**src/mpfc_pkg.sv**
```systemverilog
// Shared constants and types of the program-flow core.
package mpfc_pkg;

   // ==========================================================
   // Sizes.
   localparam int PC_W = 13;
   localparam int STACK_DEPTH = 8;
   localparam int SP_W = 4;
   localparam logic [3:0] DAA_LIMIT = 4'h9;
   localparam logic [3:0] DAA_ADJ = 4'h6;

   // ==========================================================
   // Vectors and the data address that aliases the counter low byte.
   localparam logic [PC_W-1:0] RESET_VECTOR = 13'h0000;
   localparam logic [PC_W-1:0] INT_VECTOR = 13'h0004;
   localparam logic [7:0] PCL_DATA_ADDR = 8'h02;

   // ==========================================================
   // APB register byte offsets.
   localparam logic [7:0] REG_CTRL = 8'h00;
   localparam logic [7:0] REG_PCL = 8'h04;
   localparam logic [7:0] REG_STATUS = 8'h08;

   // ==========================================================
   // Phases of one instruction cycle, Gray coded.
   typedef enum logic [1:0] {
      PH_T1 = 2'h0,
      PH_T2 = 2'h1,
      PH_T3 = 2'h3,
      PH_T4 = 2'h2
   } mpfc_phase_t;

   typedef enum logic [2:0] {
      CL_ALU = 3'h0,
      CL_LIT = 3'h1,
      CL_JUMP = 3'h2,
      CL_CALL = 3'h3,
      CL_SKIP = 3'h4,
      CL_RET = 3'h5,
      CL_MOVAM = 3'h6,
      CL_NOP = 3'h7
   } mpfc_class_t;

   typedef enum logic [3:0] {
      ALU_ADD = 4'h0, ALU_ADC = 4'h1, ALU_SUB = 4'h2, ALU_SBC = 4'h3,
      ALU_DAA = 4'h4, ALU_AND = 4'h5, ALU_OR = 4'h6, ALU_XOR = 4'h7,
      ALU_CPL = 4'h8, ALU_RR = 4'h9, ALU_RRC = 4'ha, ALU_RL = 4'hb,
      ALU_RLC = 4'hc, ALU_INC = 4'hd, ALU_DEC = 4'he, ALU_MOV = 4'hf
   } mpfc_aluop_t;

   // Skip kinds sit in the low two bits of the operation field.
   typedef enum logic [1:0] {
      SK_SZ = 2'h0,
      SK_SNZ = 2'h1,
      SK_SIZ = 2'h2,
      SK_SDZ = 2'h3
   } mpfc_skip_t;

   // Instruction word layouts.
   typedef struct packed {
      mpfc_class_t cls;
      logic [3:0] op;
      logic destMem;
      logic [7:0] addr;
   } mpfc_opword_t;

   typedef struct packed {
      mpfc_class_t cls;
      logic [PC_W-1:0] target;
   } mpfc_brword_t;

   // APB register layouts.
   typedef struct packed {
      logic [29:0] zero;
      logic intEnable;
      logic run;
   } mpfc_ctrl_t;

   typedef struct packed {
      logic [18:0] zero;
      logic intPending;
      logic ov;
      logic z;
      logic ac;
      logic c;
      logic [7:0] acc;
   } mpfc_status_t;

endpackage : mpfc_pkg

```
**src/mpfc_alu.sv**
```systemverilog
// Eight-bit arithmetic and logic unit of the program-flow core.
`timescale 1ns/10ps
module mpfc_alu (
   input wire logic [3:0] op,
   input wire logic [7:0] a,
   input wire logic [7:0] b,
   input wire logic cIn,
   input wire logic acIn,
   output logic [7:0] res,
   output logic cOut,
   output logic acOut,
   output logic ovOut,
   output logic zOut,
   output logic updC,
   output logic updAcOv
);

   logic [7:0] bx;
   logic ci;
   logic [8:0] sum;
   logic [4:0] lo;
   logic [7:0] adj;

   // ==========================================================
   // Function select; unary forms other than DAA work on operand b.
   always_comb begin
      bx = b;
      ci = 1'b0;
      sum = 9'h000;
      lo = 5'h00;
      adj = 8'h00;
      res = b;
      cOut = cIn;
      acOut = acIn;
      ovOut = 1'b0;
      updC = 1'b0;
      updAcOv = 1'b0;
      case (op)
         mpfc_pkg::ALU_ADD, mpfc_pkg::ALU_ADC, mpfc_pkg::ALU_SUB, mpfc_pkg::ALU_SBC: begin
            // Subtract adds the complement; carry set means no borrow.
            bx = (op == mpfc_pkg::ALU_SUB || op == mpfc_pkg::ALU_SBC) ? ~b : b;
            ci = (op == mpfc_pkg::ALU_SUB) ? 1'b1 : (op == mpfc_pkg::ALU_ADD) ? 1'b0 : cIn;
            sum = {1'b0, a} + {1'b0, bx} + {8'h00, ci};
            lo = {1'b0, a[3:0]} + {1'b0, bx[3:0]} + {4'h0, ci};
            res = sum[7:0];
            cOut = sum[8];
            acOut = lo[4];
            ovOut = (a[7] == bx[7]) && (sum[7] != a[7]);
            updC = 1'b1;
            updAcOv = 1'b1;
         end
         mpfc_pkg::ALU_DAA: begin
            if (a[3:0] > mpfc_pkg::DAA_LIMIT || acIn) begin
               adj[3:0] = mpfc_pkg::DAA_ADJ;
            end
            if (a[7:4] > mpfc_pkg::DAA_LIMIT || cIn) begin
               adj[7:4] = mpfc_pkg::DAA_ADJ;
            end
            sum = {1'b0, a} + {1'b0, adj};
            res = sum[7:0];
            cOut = cIn | sum[8];
            updC = 1'b1;
         end
         mpfc_pkg::ALU_AND: res = a & b;
         mpfc_pkg::ALU_OR: res = a | b;
         mpfc_pkg::ALU_XOR: res = a ^ b;
         mpfc_pkg::ALU_CPL: res = ~b;
         mpfc_pkg::ALU_RR: res = {b[0], b[7:1]};
         mpfc_pkg::ALU_RRC: begin
            res = {cIn, b[7:1]};
            cOut = b[0];
            updC = 1'b1;
         end
         mpfc_pkg::ALU_RL: res = {b[6:0], b[7]};
         mpfc_pkg::ALU_RLC: begin
            res = {b[6:0], cIn};
            cOut = b[7];
            updC = 1'b1;
         end
         mpfc_pkg::ALU_INC: res = b + 8'h01;
         mpfc_pkg::ALU_DEC: res = b - 8'h01;
         default: res = b;
      endcase
      zOut = (res == 8'h00);
   end

endmodule : mpfc_alu

```
**src/mpfc_core.sv**
```systemverilog
// Program-flow core: four-phase cycle, prefetch pipeline, counter and APB slave.
//
// The implementer's own choices: the address map and the APB interface to the registers.
`timescale 1ns/10ps

module mpfc_core (
   input wire logic core_clk,
   input wire logic reset,
   input wire logic psel,
   input wire logic penable,
   input wire logic pwrite,
   input wire logic [7:0] paddr,
   input wire logic [31:0] pwdata,
   output logic [31:0] prdata,
   output logic pready,
   output logic pslverr,
   output logic [mpfc_pkg::PC_W-1:0] progAddr,
   input wire logic [15:0] progData,
   output logic [7:0] dataAddr,
   output logic dataWe,
   output logic [7:0] dataWdata,
   input wire logic [7:0] dataRdata,
   input wire logic intReq,
   output logic intAck
);

   typedef struct packed {
      mpfc_pkg::mpfc_phase_t ph;
      logic [mpfc_pkg::PC_W-1:0] pc;
      logic [mpfc_pkg::PC_W-1:0] progAddr;
      logic [15:0] fetchIr;
      logic fetchValid;
      logic [15:0] exIr;
      logic exValid;
      logic [7:0] acc;
      logic c;
      logic ac;
      logic z;
      logic ov;
      logic [7:0] dataAddr;
      logic dataWe;
      logic [7:0] dataWdata;
      logic run;
      logic intEnable;
      logic intPending;
      logic intSync1;
      logic intSync2;
      logic intPrev;
      logic intAck;
      logic pclPending;
      logic [7:0] pclValue;
      logic [31:0] prdata;
      logic pready;
      logic pslverr;
   } mpfc_state_t;

   mpfc_state_t r_reg;
   mpfc_state_t r_next;

   mpfc_pkg::mpfc_opword_t irOp;
   mpfc_pkg::mpfc_brword_t irBr;
   mpfc_pkg::mpfc_ctrl_t ctrlWr;
   mpfc_pkg::mpfc_ctrl_t ctrlRd;
   mpfc_pkg::mpfc_status_t statRd;
   logic [7:0] memOperand;
   logic [3:0] aluOp;
   logic [7:0] aluB;
   logic [7:0] aluRes;
   logic aluC;
   logic aluAc;
   logic aluOv;
   logic aluZ;
   logic aluUpdC;
   logic aluUpdAcOv;
   logic push;
   logic pop;
   logic [mpfc_pkg::PC_W-1:0] pushData;
   logic [mpfc_pkg::PC_W-1:0] stackTop;
   logic stackFull;

   // ==========================================================
   // Decode views of the executing word.
   assign irOp = r_reg.exIr;
   assign irBr = r_reg.exIr;

   // The low byte of the counter answers at its data address.
   assign memOperand = (r_reg.dataAddr == mpfc_pkg::PCL_DATA_ADDR)
                       ? r_reg.pc[7:0] : dataRdata;

   // Skip-and-count forms reuse the ALU's increment and decrement.
   always_comb begin
      aluOp = irOp.op;
      if (irOp.cls == mpfc_pkg::CL_SKIP) begin
         aluOp = (irOp.op[1:0] == mpfc_pkg::SK_SDZ) ? mpfc_pkg::ALU_DEC : mpfc_pkg::ALU_INC;
      end
   end

   // Literal forms take the address field as an immediate byte.
   assign aluB = (irOp.cls == mpfc_pkg::CL_LIT) ? irOp.addr : memOperand;

   assign ctrlWr = pwdata;
   assign ctrlRd = '{zero: '0, intEnable: r_reg.intEnable, run: r_reg.run};
   assign statRd = '{zero: '0, intPending: r_reg.intPending, ov: r_reg.ov,
                     z: r_reg.z, ac: r_reg.ac, c: r_reg.c, acc: r_reg.acc};

   // ==========================================================
   // Datapath and stack instances.
   mpfc_alu u_alu (
      .op(aluOp),
      .a(r_reg.acc),
      .b(aluB),
      .cIn(r_reg.c),
      .acIn(r_reg.ac),
      .res(aluRes),
      .cOut(aluC),
      .acOut(aluAc),
      .ovOut(aluOv),
      .zOut(aluZ),
      .updC(aluUpdC),
      .updAcOv(aluUpdAcOv)
   );

   // The stack has no register port, so software cannot see it.
   mpfc_stack #(
      .DEPTH(mpfc_pkg::STACK_DEPTH)
   ) u_stack (
      .core_clk(core_clk),
      .reset(reset),
      .push(push),
      .pop(pop),
      .pushData(pushData),
      .top(stackTop),
      .full(stackFull)
   );

   // ==========================================================
   // Next-state logic: sequencer, execute, then the APB slave.
   always_comb begin
      logic [mpfc_pkg::PC_W-1:0] fetchPc;
      logic [mpfc_pkg::PC_W-1:0] retAddr;
      logic memWr;
      logic [7:0] memVal;
      logic flow;
      logic aluDone;
      fetchPc = r_reg.pc;
      retAddr = r_reg.pc;
      memWr = 1'b0;
      memVal = r_reg.acc;
      flow = 1'b0;
      aluDone = 1'b0;
      r_next = r_reg;
      push = 1'b0;
      pop = 1'b0;
      pushData = r_reg.pc;
      r_next.dataWe = 1'b0;
      r_next.intAck = 1'b0;
      r_next.pready = 1'b0;
      r_next.pslverr = 1'b0;

      // Interrupt pin: two flops, then an edge on the second one.
      r_next.intSync1 = intReq;
      r_next.intSync2 = r_reg.intSync1;
      r_next.intPrev = r_reg.intSync2;

      if (r_reg.run) begin
         case (r_reg.ph)
            mpfc_pkg::PH_T1: begin
               // The return point is the word not yet executed.
               retAddr = r_reg.fetchValid ? r_reg.pc - 13'h0001 : r_reg.pc;
               if (r_reg.intEnable && r_reg.intPending && !stackFull) begin
                  push = 1'b1;
                  pushData = retAddr;
                  fetchPc = mpfc_pkg::INT_VECTOR;
                  r_next.intPending = 1'b0;
                  r_next.intEnable = 1'b0;
                  r_next.intAck = 1'b1;
                  r_next.exValid = 1'b0;
               end else begin
                  // Prefetched word moves to execute while the next fetch starts.
                  r_next.exIr = r_reg.fetchIr;
                  r_next.exValid = r_reg.fetchValid;
               end
               r_next.progAddr = fetchPc;
               r_next.pc = fetchPc + 13'h0001;
               r_next.ph = mpfc_pkg::PH_T2;
            end
            mpfc_pkg::PH_T2: begin
               r_next.dataAddr = irOp.addr;
               r_next.ph = mpfc_pkg::PH_T3;
            end
            mpfc_pkg::PH_T3: begin
               r_next.ph = mpfc_pkg::PH_T4;
            end
            mpfc_pkg::PH_T4: begin
               r_next.fetchIr = progData;
               r_next.fetchValid = 1'b1;
               r_next.ph = mpfc_pkg::PH_T1;
               if (r_reg.exValid) begin
                  case (irOp.cls)
                     mpfc_pkg::CL_ALU: begin
                        aluDone = 1'b1;
                        if (irOp.destMem) begin
                           memWr = 1'b1;
                           memVal = aluRes;
                        end else begin
                           r_next.acc = aluRes;
                        end
                     end
                     mpfc_pkg::CL_LIT: begin
                        aluDone = 1'b1;
                        r_next.acc = aluRes;
                     end
                     mpfc_pkg::CL_JUMP: begin
                        r_next.pc = irBr.target;
                        flow = 1'b1;
                     end
                     mpfc_pkg::CL_CALL: begin
                        // Pushed even on a full stack; overflow is the caller's risk.
                        push = 1'b1;
                        pushData = r_reg.pc - 13'h0001;
                        r_next.pc = irBr.target;
                        flow = 1'b1;
                     end
                     mpfc_pkg::CL_SKIP: begin
                        case (irOp.op[1:0])
                           mpfc_pkg::SK_SZ: flow = (memOperand == 8'h00);
                           mpfc_pkg::SK_SNZ: flow = (memOperand != 8'h00);
                           default: begin
                              memWr = 1'b1;
                              memVal = aluRes;
                              flow = aluZ;
                           end
                        endcase
                     end
                     mpfc_pkg::CL_RET: begin
                        pop = 1'b1;
                        r_next.pc = stackTop;
                        flow = 1'b1;
                        if (irOp.op[0]) begin
                           r_next.intEnable = 1'b1;
                        end
                     end
                     mpfc_pkg::CL_MOVAM: begin
                        memWr = 1'b1;
                        memVal = r_reg.acc;
                     end
                     default: begin
                     end
                  endcase
               end
               // Flags follow the ALU for ALU-class and literal results; skip-and-count forms leave them.
               if (aluDone) begin
                  r_next.z = aluZ;
                  if (aluUpdC) begin
                     r_next.c = aluC;
                  end
                  if (aluUpdAcOv) begin
                     r_next.ac = aluAc;
                     r_next.ov = aluOv;
                  end
               end
               // A store to the low byte is an in-page jump.
               if (memWr) begin
                  if (r_reg.dataAddr == mpfc_pkg::PCL_DATA_ADDR) begin
                     r_next.pc = {r_reg.pc[mpfc_pkg::PC_W-1:8], memVal};
                     flow = 1'b1;
                  end else begin
                     r_next.dataWe = 1'b1;
                     r_next.dataWdata = memVal;
                  end
               end
               // A bus write to the low byte waits for a cycle with no branch.
               if (!flow && r_reg.pclPending) begin
                  r_next.pc = {r_reg.pc[mpfc_pkg::PC_W-1:8], r_reg.pclValue};
                  r_next.pclPending = 1'b0;
                  flow = 1'b1;
               end
               // Discarding the prefetch makes the next cycle a dummy.
               if (flow) begin
                  r_next.fetchValid = 1'b0;
               end
            end
            default: r_next.ph = mpfc_pkg::PH_T1;
         endcase
      end

      // Edge sets pending after any clear above, so a late event is kept.
      if (r_reg.intSync2 && !r_reg.intPrev) begin
         r_next.intPending = 1'b1;
      end

      // APB: answer in the second access cycle, error on unmapped offsets.
      if (psel && penable && !r_reg.pready) begin
         r_next.pready = 1'b1;
         r_next.prdata = 32'h0000_0000;
         case (paddr)
            mpfc_pkg::REG_CTRL: begin
               if (pwrite) begin
                  r_next.run = ctrlWr.run;
                  r_next.intEnable = ctrlWr.intEnable;
               end else begin
                  r_next.prdata = ctrlRd;
               end
            end
            mpfc_pkg::REG_PCL: begin
               if (pwrite) begin
                  r_next.pclPending = 1'b1;
                  r_next.pclValue = pwdata[7:0];
               end else begin
                  r_next.prdata = {24'h00_0000, r_reg.pc[7:0]};
               end
            end
            mpfc_pkg::REG_STATUS: begin
               if (!pwrite) begin
                  r_next.prdata = statRd;
               end
            end
            default: r_next.pslverr = 1'b1;
         endcase
      end
   end

   // ==========================================================
   // State register; reset starts at the reset vector with nothing fetched.
   always_ff @(posedge core_clk) begin
      if (reset) begin
         r_reg <= '0;
         r_reg.pc <= mpfc_pkg::RESET_VECTOR;
         r_reg.ph <= mpfc_pkg::PH_T1;
      end else begin
         r_reg <= r_next;
      end
   end

   // Outputs come straight from the state register.
   assign prdata = r_reg.prdata;
   assign pready = r_reg.pready;
   assign pslverr = r_reg.pslverr;
   assign progAddr = r_reg.progAddr;
   assign dataAddr = r_reg.dataAddr;
   assign dataWe = r_reg.dataWe;
   assign dataWdata = r_reg.dataWdata;
   assign intAck = r_reg.intAck;

endmodule : mpfc_core

```
**src/mpfc_stack.sv**
```systemverilog
// Return-address stack, hidden from software.
`timescale 1ns/10ps
module mpfc_stack #(
   parameter int DEPTH = mpfc_pkg::STACK_DEPTH
) (
   input wire logic core_clk,
   input wire logic reset,
   input wire logic push,
   input wire logic pop,
   input wire logic [mpfc_pkg::PC_W-1:0] pushData,
   output logic [mpfc_pkg::PC_W-1:0] top,
   output logic full
);

   localparam int IDX_W = $clog2(DEPTH);
   localparam logic [mpfc_pkg::SP_W-1:0] DEPTH_SP = mpfc_pkg::SP_W'(DEPTH);

   typedef struct packed {
      logic [mpfc_pkg::SP_W-1:0] ptr;
      logic [DEPTH-1:0][mpfc_pkg::PC_W-1:0] mem;
   } mpfc_stk_t;

   mpfc_stk_t r_reg;
   mpfc_stk_t r_next;
   logic [IDX_W-1:0] topIdx;

   // Full is derived from the depth parameter, not a fixed count.
   assign full = (r_reg.ptr == DEPTH_SP);
   assign topIdx = IDX_W'(r_reg.ptr - 4'h1);
   assign top = (r_reg.ptr == 4'h0) ? r_reg.mem[0] : r_reg.mem[topIdx];

   // ==========================================================
   // A push on a full stack still happens and overwrites the newest entry.
   always_comb begin
      r_next = r_reg;
      if (push) begin
         if (!full) begin
            r_next.mem[r_reg.ptr[IDX_W-1:0]] = pushData;
            r_next.ptr = r_reg.ptr + 4'h1;
         end else begin
            r_next.mem[DEPTH-1] = pushData;
         end
      end else if (pop && r_reg.ptr != 4'h0) begin
         r_next.ptr = r_reg.ptr - 4'h1;
      end
   end

   // Reset points the pointer at the top of the empty stack.
   always_ff @(posedge core_clk) begin
      if (reset) begin
         r_reg <= '0;
      end else begin
         r_reg <= r_next;
      end
   end

endmodule : mpfc_stack

```
**config.mk**
```make
export PLATFORM = sky130hd
export DESIGN_NAME = mpfc_core
export DESIGN_NICKNAME = d
export VERILOG_FILES = /design/src/mpfc_pkg.sv /design/src/mpfc_alu.sv /design/src/mpfc_core.sv /design/src/mpfc_stack.sv
export SDC_FILE = /design/constraint.sdc
export NUM_CORES = 1
export LEC_CHECK = 0
export CORE_MARGIN = 5
export CORE_UTILIZATION = 31
export DETAILED_ROUTE_END_ITERATION = 12
export DONT_BUFFER_PORTS = 1
export PLACE_DENSITY_LB_ADDON = 0.12
export SYNTH_ARGS = -nofsm -noshare
export SYNTH_HDL_FRONTEND = slang
export SYNTH_HIERARCHICAL = 1
export SYNTH_SLANG_ARGS = --single-unit
```
**constraint.sdc**
```tcl
create_clock -name core_clk -period 6.54 [get_ports core_clk]
set_input_delay 0.981 -clock core_clk [delete_from_list [all_inputs] [get_ports core_clk]]
set_output_delay 0.981 -clock core_clk [all_outputs]
set_load 0.01 [all_outputs]
```
== Yosys cells after proc, flatten, opt, wreduce, memory -nomap -nowiden ==
Index checks and enable logic that the tools add are counted.
Word-level totals
  flip-flop bits (word level): 249
  input bits: 70
  word-level logic and storage cells: 263
  output and inout bits: 65
Operators by class
  bitwise operators: 13
  reductions and logical operators: 60
  equal/unequal tests: 35
  muxes and demuxes: 102
  add/sub/neg operators: 11
  magnitude comparators: 5
Operators with widths (count)
  2-to-1 mux 13 bit: 17
  bitwise mux 104 bit: 1
  case mux 32 bit (3 select lines): 1
  case mux 8 bit (12 select lines): 1
  case mux 13 bit (2 select lines): 3
  2-to-1 mux 8 bit: 8
  2-to-1 mux 1 bit: 44
  2-to-1 mux 43 bit: 1
  binary-select mux 13 bit (select 3 bit): 1
  demux 13 bit (select 3 bit): 1
  == test 4 bit (second input constant): 8
  case mux 8 bit (2 select lines): 2
  2-to-1 mux 9 bit: 3
  zero test 8 bit: 3
  2-to-1 mux 4 bit: 6
  adder 8 x 8 -> 9 bit: 2
  == test 4 x 3 -> 1 bit (second input constant): 4
  AND reduction 3 bit: 5
  AND reduction 5 bit: 3
  adder 13 x 1 -> 13 bit (second input constant): 1
  subtractor 13 x 1 -> 13 bit (second input constant): 1
  AND reduction 2 bit: 6
  AND reduction 4 bit: 3
  nonzero test 2 bit: 6
  48 further kinds: 95

== Depth between registers and ports, before layout ==
Gate-level depths: netlist of run 1.
  depth in word-level cells: 25
  gate-level depth with buffers: 28
  gate-level depth less buffers: 24

== Cells and area by module ==
The synthesis of run 1 kept the hierarchy.
By module, submodules not included
  mpfc_core: sequential area each 2442.3 µm², area an instance 6476.2 µm², cells an instance 835, instances 1
  mpfc_stack: sequential area each 2162.1 µm², area an instance 5133.7 µm², cells an instance 561, instances 1
  mpfc_alu: sequential area each 0.0 µm², area an instance 2240.9 µm², cells an instance 309, instances 1

== Worst setup path after synthesis of run 1 ==
Ideal clock, no wire load.
  kind: register -> register
  start point: reg r_reg (netlist bit dataAddr[7])
  end point: reg, netlist name r_reg[133]
  period minus slack after synthesis: 5.649 ns
  arrival time: 5.546 ns
  slack: 0.891 ns
  library setup time: 0.103 ns
  required time: 6.437 ns
  path buffers: 3
  stages on the path, launching flop included: 28
  path through: dfxtp_1 > nor4b_1 > nand2_1 > clkbuf_1 > nor2_1 > a21oi_1 > a21oi_1 > clkbuf_1 > inv_1 > xnor2_1 > fa_1 > inv_1 > fa_1 > nand2b_1 > a21oi_1 > mux2i_1 > o2111ai_1 > nor3_2 > o22ai_1 > nor4_2 > a21o_1 > a21oi_1 > o21ai_0 > or3_1 > buf_6 > o21ai_1 > o221a_1 > a2111oi_2
RTL lines
  start: declaration: line mpfc_core.sv:57  | mpfc_state_t r_reg;
  start signal: assignment: line mpfc_core.sv:331  | r_reg <= r_next;

==> results.py, run 1 <==
metrics = {
    "clocking": {
        "clk_latency_ns": 0.58,
        "cts_inserted_buffers": 29,
        "post_cts_resized": 0,
        "cts_sinks": 230,
        "postCtsSetupRepairBufs": 0,
        "cts.clk_slew.worst_paths_ns": 0.07,
        "clk_path_buf_depth": 3,
        "cts_tree": "built",
        "cts_root_buf": "clkbuf_16",
        "cts-htree-levels": 1,
        "holdBufCountCts": 0,
    },
    "placed_design": {
        "place_area_sq_mm": 0.0138,
        "dp.cells": 2151,
        "post-place-ws_ns": 0.450,
        "dp_hpwl_microns": 32800,
        "place.gp.congestion": 0.880,
        "io_buffers": 0,
    },
    "die": {
        "io_pins": 135,
        "die_h_microns": 221,
        "dieArea_sq_mm": 0.0490,
        "coreArea_sq_mm": 0.0442,
        "fp-row-count": 77,
        "die_x_microns": 221,
        "start_util": 0.313,
    },
    "setup_path": {
        "critPathTopFamily": "compound AO/OA/AOI/OAI gates",
        "r2r-end": "r_reg[132]$_SDFFE_PP0P_",
        "worstReg2RegStart": "dataAddr[1]$_SDFFE_PP0P_",
        "max_stage_delay_ns": 0.47,
        "critical_path_required_ns": 7.00,
        "reg2reg_depth": 27,
        "worst_setup_path_start_kind": "flop",
        "crit_path_frequent_cell": "a21oi_1",
        "crit_path_end": "r_reg[132]$_SDFFE_PP0P_",
        "endpoint_kind": "flop",
        "cp.arrival_ns": 6.41,
        "critPathMaxFanout": 7,
        "worst-r2r-setup-slack_ns": 0.59,
        "crit_path_top_delay_cell": "dfxtp_1",
        "crit_path_start": "dataAddr[1]$_SDFFE_PP0P_",
        "worstSetupPathDepth": 27,
        "critical_path_class": "flop to flop",
        "cp_num_buf_inv": 5,
    },
    "detailed_routing": {
        "finalWirelength_microns": 47700,
        "viasPerCell": 5.28,
        "ant_nets": 0,
        "wire_per_inst_microns": 21.6,
        "firstDrtPassIters": 5,
        "drt_iter0_drc": 888,
        "vias": 11600,
        "remaining_drc_errors": 0,
    },
    "timing": {
        "totalNegativeSetupSlack_ns": 0,
        "holdWs_ns": 0.438,
        "setup_slack_ns": 0.591,
        "relSlewSlack": 0.187,
        "setup_violations": 0,
        "rsz0062_at_grt": "false",
        "final-max-slew-violation-count": 0,
        "tightest_slew_ns": 1.20,
        "period_needed_ns": 5.95,
        "skew_ns": 0.0150,
        "max_freq_mhz": 168,
        "final_hold_viol_count": 0,
        "period_share": 0.910,
    },
    "power": {
        "irDropWorstVdd_mv": 0.198,
        "swShare": 0.225,
        "intPower_mw": 2.45,
        "clockPowerShare": 0.530,
        "p_switching_uw": 712,
        "combinationalPowerShare": 0.025,
        "pwr-share-seq": 0.444,
        "power_leakage_nw": 5.48,
        "power_density_mw_per_mm2": 214,
        "p_total_mw": 3.16,
    },
    "grt": {
        "grt_antenna_before_repair": 2,
        "grt_pass1_wl_microns": 71600,
        "grt_pass1_vias": 11100,
        "grt_util_met1": 0.257,
        "grt_start_max_net_pins": 233,
        "track_usage": 0.185,
        "gr-total-overflow": 0,
        "use_met3": 0.0310,
        "grt-busiest-layer": "met2",
        "use_met2": 0.302,
    },
    "synth": {
        "yosys.area.top_type_share": 0.332,
        "ys.flop_type": "dfxtp_1",
        "netlist.top_cell.by_area": "dfxtp_1",
        "synth_seq_cells": 230,
        "netlist_area_sq_mm": 0.0139,
        "ys_async_sr_fraction": 0,
        "yosysSeqAreaShare": 0.332,
        "ys_warn_count": 6,
        "synth_edf_count": 0,
        "syn_avg_cell_area_sq_um": 8.12,
        "synth_cell_types": 97,
        "yosysMostFrequentCell": "nand2_1",
        "yosys-top-cells-count": "nand2_1, dfxtp_1, nor2_1",
        "netlist_instances": 1705,
        "synth_area_leaders": "dfxtp_1, mux2i_1, a21oi_1",
    },
    "run": {
        "maxCapViolations": 0,
    },
    "final_layout": {
        "final_nets": 1695,
        "layout.cells.non_filler": 2203,
        "area_growth_pct": 6.68,
        "final_cell_area_sq_mm": 0.0148,
        "fin_util": 0.334,
        "drive_above_1_share": 0.0975,
        "largest_reg_flops": 108,
    },
    "run_status": {
        "status": "finished, final reports clean",
    },
    "min_path": {
        "hold_path.class": "flop to flop",
    },
}
## cell usage in the layout (no fill, tap or decap), types with 7 or more instances in the layout
master     Yosys  layout
nand2_1      242     242
dfxtp_1      230     229
nor2_1       203     203
a21oi_1      191     190
mux2i_1      105     105
nand3_1       46      46
o21ai_0       43      42
buf_4         68      38
inv_1         37      37
xnor2_1       36      36
ha_1          32      32
clkbuf_16      0      29
a22oi_1       27      27
mux4_2        26      26
conb_1         1      19
a21o_1        18      18
nor3_1        18      18
nor2b_1       16      16
nand2b_1      14      14
a211oi_1      14      14
nand4_1       10      10
nor4_1        10      10
nand3b_1      10      10
and3_1         9       9
o21ai_1        7       8
xor2_1         7       7
o22ai_1        7       7
## per-layer routing
metal  wire length (microns)  up-vias
met2                   22000      292
met1                   21800     5645
met4                    1180        0
met5                       0        -
met3                    2670       59
li1                        -     5646
## worst min-delay path by stage
stage	from	endpoint	slack, ns	cells after the start
5_1_grt	reset	irBr[11]$_SDFFE_PP0P_	0.44	1
6_report	r_next[45]$_SDFF_PP0_	r_next[44]$_SDFF_PP0_	0.44	1
2_1_floorplan	r_next[45]$_SDFF_PP0_	r_next[44]$_SDFF_PP0_	0.41	1
3_3_place_gp	r_next[45]$_SDFF_PP0_	r_next[44]$_SDFF_PP0_	0.42	1
3_5_place_dp	r_next[45]$_SDFF_PP0_	r_next[44]$_SDFF_PP0_	0.43	1
4_1_cts	r_next[45]$_SDFF_PP0_	r_next[44]$_SDFF_PP0_	0.44	1
## cell families after synthesis
logic type	count (synthesis)	share of synthesized area
AOI/OAI and AO/OA	388	0.179
xor gates and xnor gates	43	0.0272
adders and majority gates	35	0.0332
buffers and inverters	241	0.0958
DFF	230	0.332
muxes	138	0.125
other	1	0.000271
and+or+nand+nor	629	0.208
## power groups by stage
stage	Clock [mW]	Combinational (mW)	Sequential, mW
final	1.68	0.0801	1.41
after CTS	1.73	0.0787	1.40
after global placement	0	0.0776	1.44
after detailed placement	0	0.0785	1.44
after global routing	1.79	0.0874	1.40
after floorplan	0	0.0831	1.44
## worst register-to-register path, stage by stage, from the launching register on
cell	delay [ns]
dfxtp_1	0.47
nor4b_1	0.31
buf_4	0.20
nand2_1	0.19
nor2_1	0.16
a21oi_1	0.06
a21oi_1	0.23
inv_1	0.13
xnor2_1	0.24
fa_1	0.23
inv_1	0.06
fa_1	0.41
nand2b_1	0.19
a21oi_1	0.30
mux2i_1	0.27
o2111ai_1	0.25
nor3_2	0.27
o22ai_1	0.14
nor4_2	0.15
buf_4	0.18
a21o_1	0.11
a21oi_1	0.07
o21ai_0	0.23
or3_4	0.25
buf_4	0.17
mux2_4	0.30
a21oi_1	0.19
a211oi_1	0.07
## cell type report
cell class | instances | area, sq um
antenna | 1 | 2.50
inverter | 39 | 146
tap | 592 | 741
multi-input combinational | 1252 | 8000
clock inverter | 13 | 194
timing repair buffer | 38 | 285
sequential | 230 | 4610
clock buffer | 38 | 800
fill | 4715 | 29400
(Power assumes the default switching activity.)
==> inputs of run 2 (changes only) <==
PLACE_DENSITY = 0.46   (was unset)
PLACE_DENSITY_LB_ADDON = unset   (was 0.12)
==> run 2 against run 1 <==
Against the previous run: sequential share of layout area grew 0.074 points; routed wire length shrank 4.1%; combinational power increased by 1%; largest power group unchanged; hold slack gained 0.0095 ns; cell count about the same; critical path depth shrank 1; sequential power hardly changed; cell area shrank 0.24%; global-route usage decreased by 0.96 points; clock skew down 0.0032 ns; die area did not move; fmax about the same.
==> results.py, run 2 (synthesized netlist as in run 1, its figures left out) <==
metrics = {
    "min_path": {
        "hp-start": "r_next[45]$_SDFF_PP0_",
        "hold_path.class": "flop to flop",
        "min_to": "r_next[44]$_SDFF_PP0_",
        "hold_depth": 1,
    },
    "setup_path": {
        "critPathMaxFanout": 11,
        "reg2reg_depth": 26,
        "r2r-end": "r_reg[127]$_SDFFE_PP0P_",
        "worstReg2RegStart": "irBr[13]$_SDFFE_PP0P_",
        "endpoint_kind": "flop",
        "critical_path_required_ns": 6.95,
        "worst_setup_path_start_kind": "flop",
        "worst-r2r-setup-slack_ns": 0.60,
        "critical_path_class": "flop to flop",
        "cp.arrival_ns": 6.36,
    },
    "grt": {
        "grt_pass1_wl_microns": 69100,
        "gr-total-overflow": 0,
        "grt_start_max_net_pins": 233,
        "track_usage": 0.176,
        "grt_antenna_before_repair": 1,
        "grt_pass1_vias": 11000,
    },
    "clocking": {
        "cts_sinks": 230,
        "postCtsSetupRepairBufs": 0,
        "cts_inserted_buffers": 27,
        "cts_tree": "built",
        "clk_latency_ns": 0.56,
        "clk_path_buf_depth": 3,
        "cts-htree-levels": 1,
        "cts_root_buf": "clkbuf_16",
        "cts.clk_slew.worst_paths_ns": 0.06,
    },
    "detailed_routing": {
        "remaining_drc_errors": 0,
        "drt_iter0_drc": 1050,
        "finalWirelength_microns": 45700,
        "vias": 11700,
        "viasPerCell": 5.32,
        "firstDrtPassIters": 5,
        "wire_per_inst_microns": 20.7,
        "ant_nets": 0,
    },
    "final_layout": {
        "drive_above_1_share": 0.0974,
        "diodes": 0,
        "final_cell_mix": "nand2_1, dfxtp_1, nor2_1",
        "multi_input_area_sq_mm": 0.00799,
        "seqCellArea_sq_mm": 0.00461,
        "final_nets": 1697,
        "fillers": 4689,
        "largest_reg_flops": 108,
        "area_growth_pct": 6.43,
        "final_common_cell": "nand2_1",
    },
    "placed_design": {
        "place.gp.congestion": 0.871,
        "dp_hpwl_microns": 31700,
        "post-place-ws_ns": 0.550,
        "io_buffers": 0,
    },
    "run_status": {
        "status": "finished, final reports clean",
    },
    "power": {
        "power_leakage_nw": 5.46,
        "irDropWorstVdd_mv": 0.190,
        "power_density_mw_per_mm2": 210,
    },
    "die": {
        "start_util": 0.313,
        "coreArea_sq_mm": 0.0442,
        "die_h_microns": 221,
        "fp-row-count": 77,
        "io_pins": 135,
        "die_x_microns": 221,
        "dieArea_sq_mm": 0.0490,
    },
    "timing": {
        "totalNegativeSetupSlack_ns": 0,
        "max_freq_mhz": 168,
        "setup_violations": 0,
        "period_share": 0.909,
        "final-max-slew-violation-count": 0,
        "skew_ns": 0.0118,
        "tightest_slew_ns": 1.21,
        "relSlewSlack": 0.183,
        "rsz0062_at_grt": "false",
        "setup_slack_ns": 0.595,
        "period_needed_ns": 5.94,
        "final_hold_viol_count": 0,
    },
    "run": {
        "maxCapViolations": 0,
    },
}
[run 2: cell count changes in the layout (fill, tap and decap cells not counted), moves of 2 or more]
cell	change
clkbuf_8	+4
buf_4	+4
inv_6	-2
clkbuf_16	-2
[run 2: worst max path at each step]
stage | start | slack (ns) | cells after the start | end
floorplan | dataAddr[7]$_SDFFE_PP0P_ | 0.89 | 27 | r_reg[133]$_SDFFE_PP0P_
global placement | dataAddr[1]$_SDFFE_PP0P_ | 0.46 | 28 | r_reg[131]$_SDFFE_PP0P_
detailed placement | dataAddr[1]$_SDFFE_PP0P_ | 0.55 | 28 | r_reg[131]$_SDFFE_PP0P_
CTS | dataAddr[1]$_SDFFE_PP0P_ | 0.51 | 28 | r_reg[127]$_SDFFE_PP0P_
global route | dataAddr[1]$_SDFFE_PP0P_ | 0.02 | 29 | r_reg[129]$_SDFFE_PP0P_
finish | irBr[13]$_SDFFE_PP0P_ | 0.60 | 26 | r_reg[127]$_SDFFE_PP0P_
[run 2: final cells by class]
| class | instances | area share |
|---|---|---|
| timing repair buffer | 42 | 0.0214 |
| clock buffer | 41 | 0.0548 |
| sequential | 230 | 0.312 |
| inverter | 39 | 0.00993 |
| clock inverter | 8 | 0.00900 |
| tap | 592 | 0.0502 |
| multi-input combinational | 1252 | 0.542 |
[run 2: metrics by stage]
step | utilization | instance area, sq um | total power [mW] | std cells | hold slack, ns
2_1_floorplan | - | 13900 | 1.52 | 1723 | 0.414
4_1_cts | 0.333 | 14700 | 3.12 | 2204 | 0.451
5_1_grt | 0.333 | 14700 | 3.20 | 2204 | 0.464
3_5_place_dp | 0.312 | 13800 | 1.52 | 2155 | 0.435
6_report | 0.333 | 14700 | 3.09 | 2204 | 0.448
3_3_place_gp | 0.312 | 13800 | 1.51 | 2155 | 0.421
[run 2: repair_timing]
action	in CTS	in global routing
hold buffers	0	0
gates resized for setup	0	1
endpoints found under the setup margin	0	9
[run 2: critical path, cell delays in order, from the launching register on]
cell and delay, ns:
dfxtp_1 0.51, nor3b_2 0.15, or2_2 0.32, or2_2 0.31, buf_4 0.19, nor2_1 0.11, mux2_2 0.36, fa_1 0.45
inv_1 0.11, fa_1 0.43, nor2_1 0.11, a31oi_1 0.05, o32a_1 0.22, a31oi_1 0.35, nor2_1 0.09, o211ai_1 0.11
nor4_2 0.07, buf_4 0.17, a21o_1 0.16, a21oi_1 0.20, o21ai_0 0.11, buf_4 0.16, or3_1 0.32, buf_4 0.20
mux2_4 0.30, a21oi_1 0.15, nor3_1 0.07
[run 2: power by group]
group | switching, mW | internal (mW)
clock network | 0.634 | 0.970
registers | 0.00184 | 1.40
logic | 0.0531 | 0.0280
total | 0.688 | 2.40
[run 2: layer usage]
| metal | track usage | wire, microns | vias up |
|---|---|---|---|
| li1 | - | - | 5637 |
| met1 | 0.245 | 21300 | 5764 |
| met2 | 0.294 | 21500 | 289 |
| met3 | 0.0254 | 2230 | 37 |
| met4 | 0.0318 | 748 | 0 |
| met5 | 0 | 0 | - |
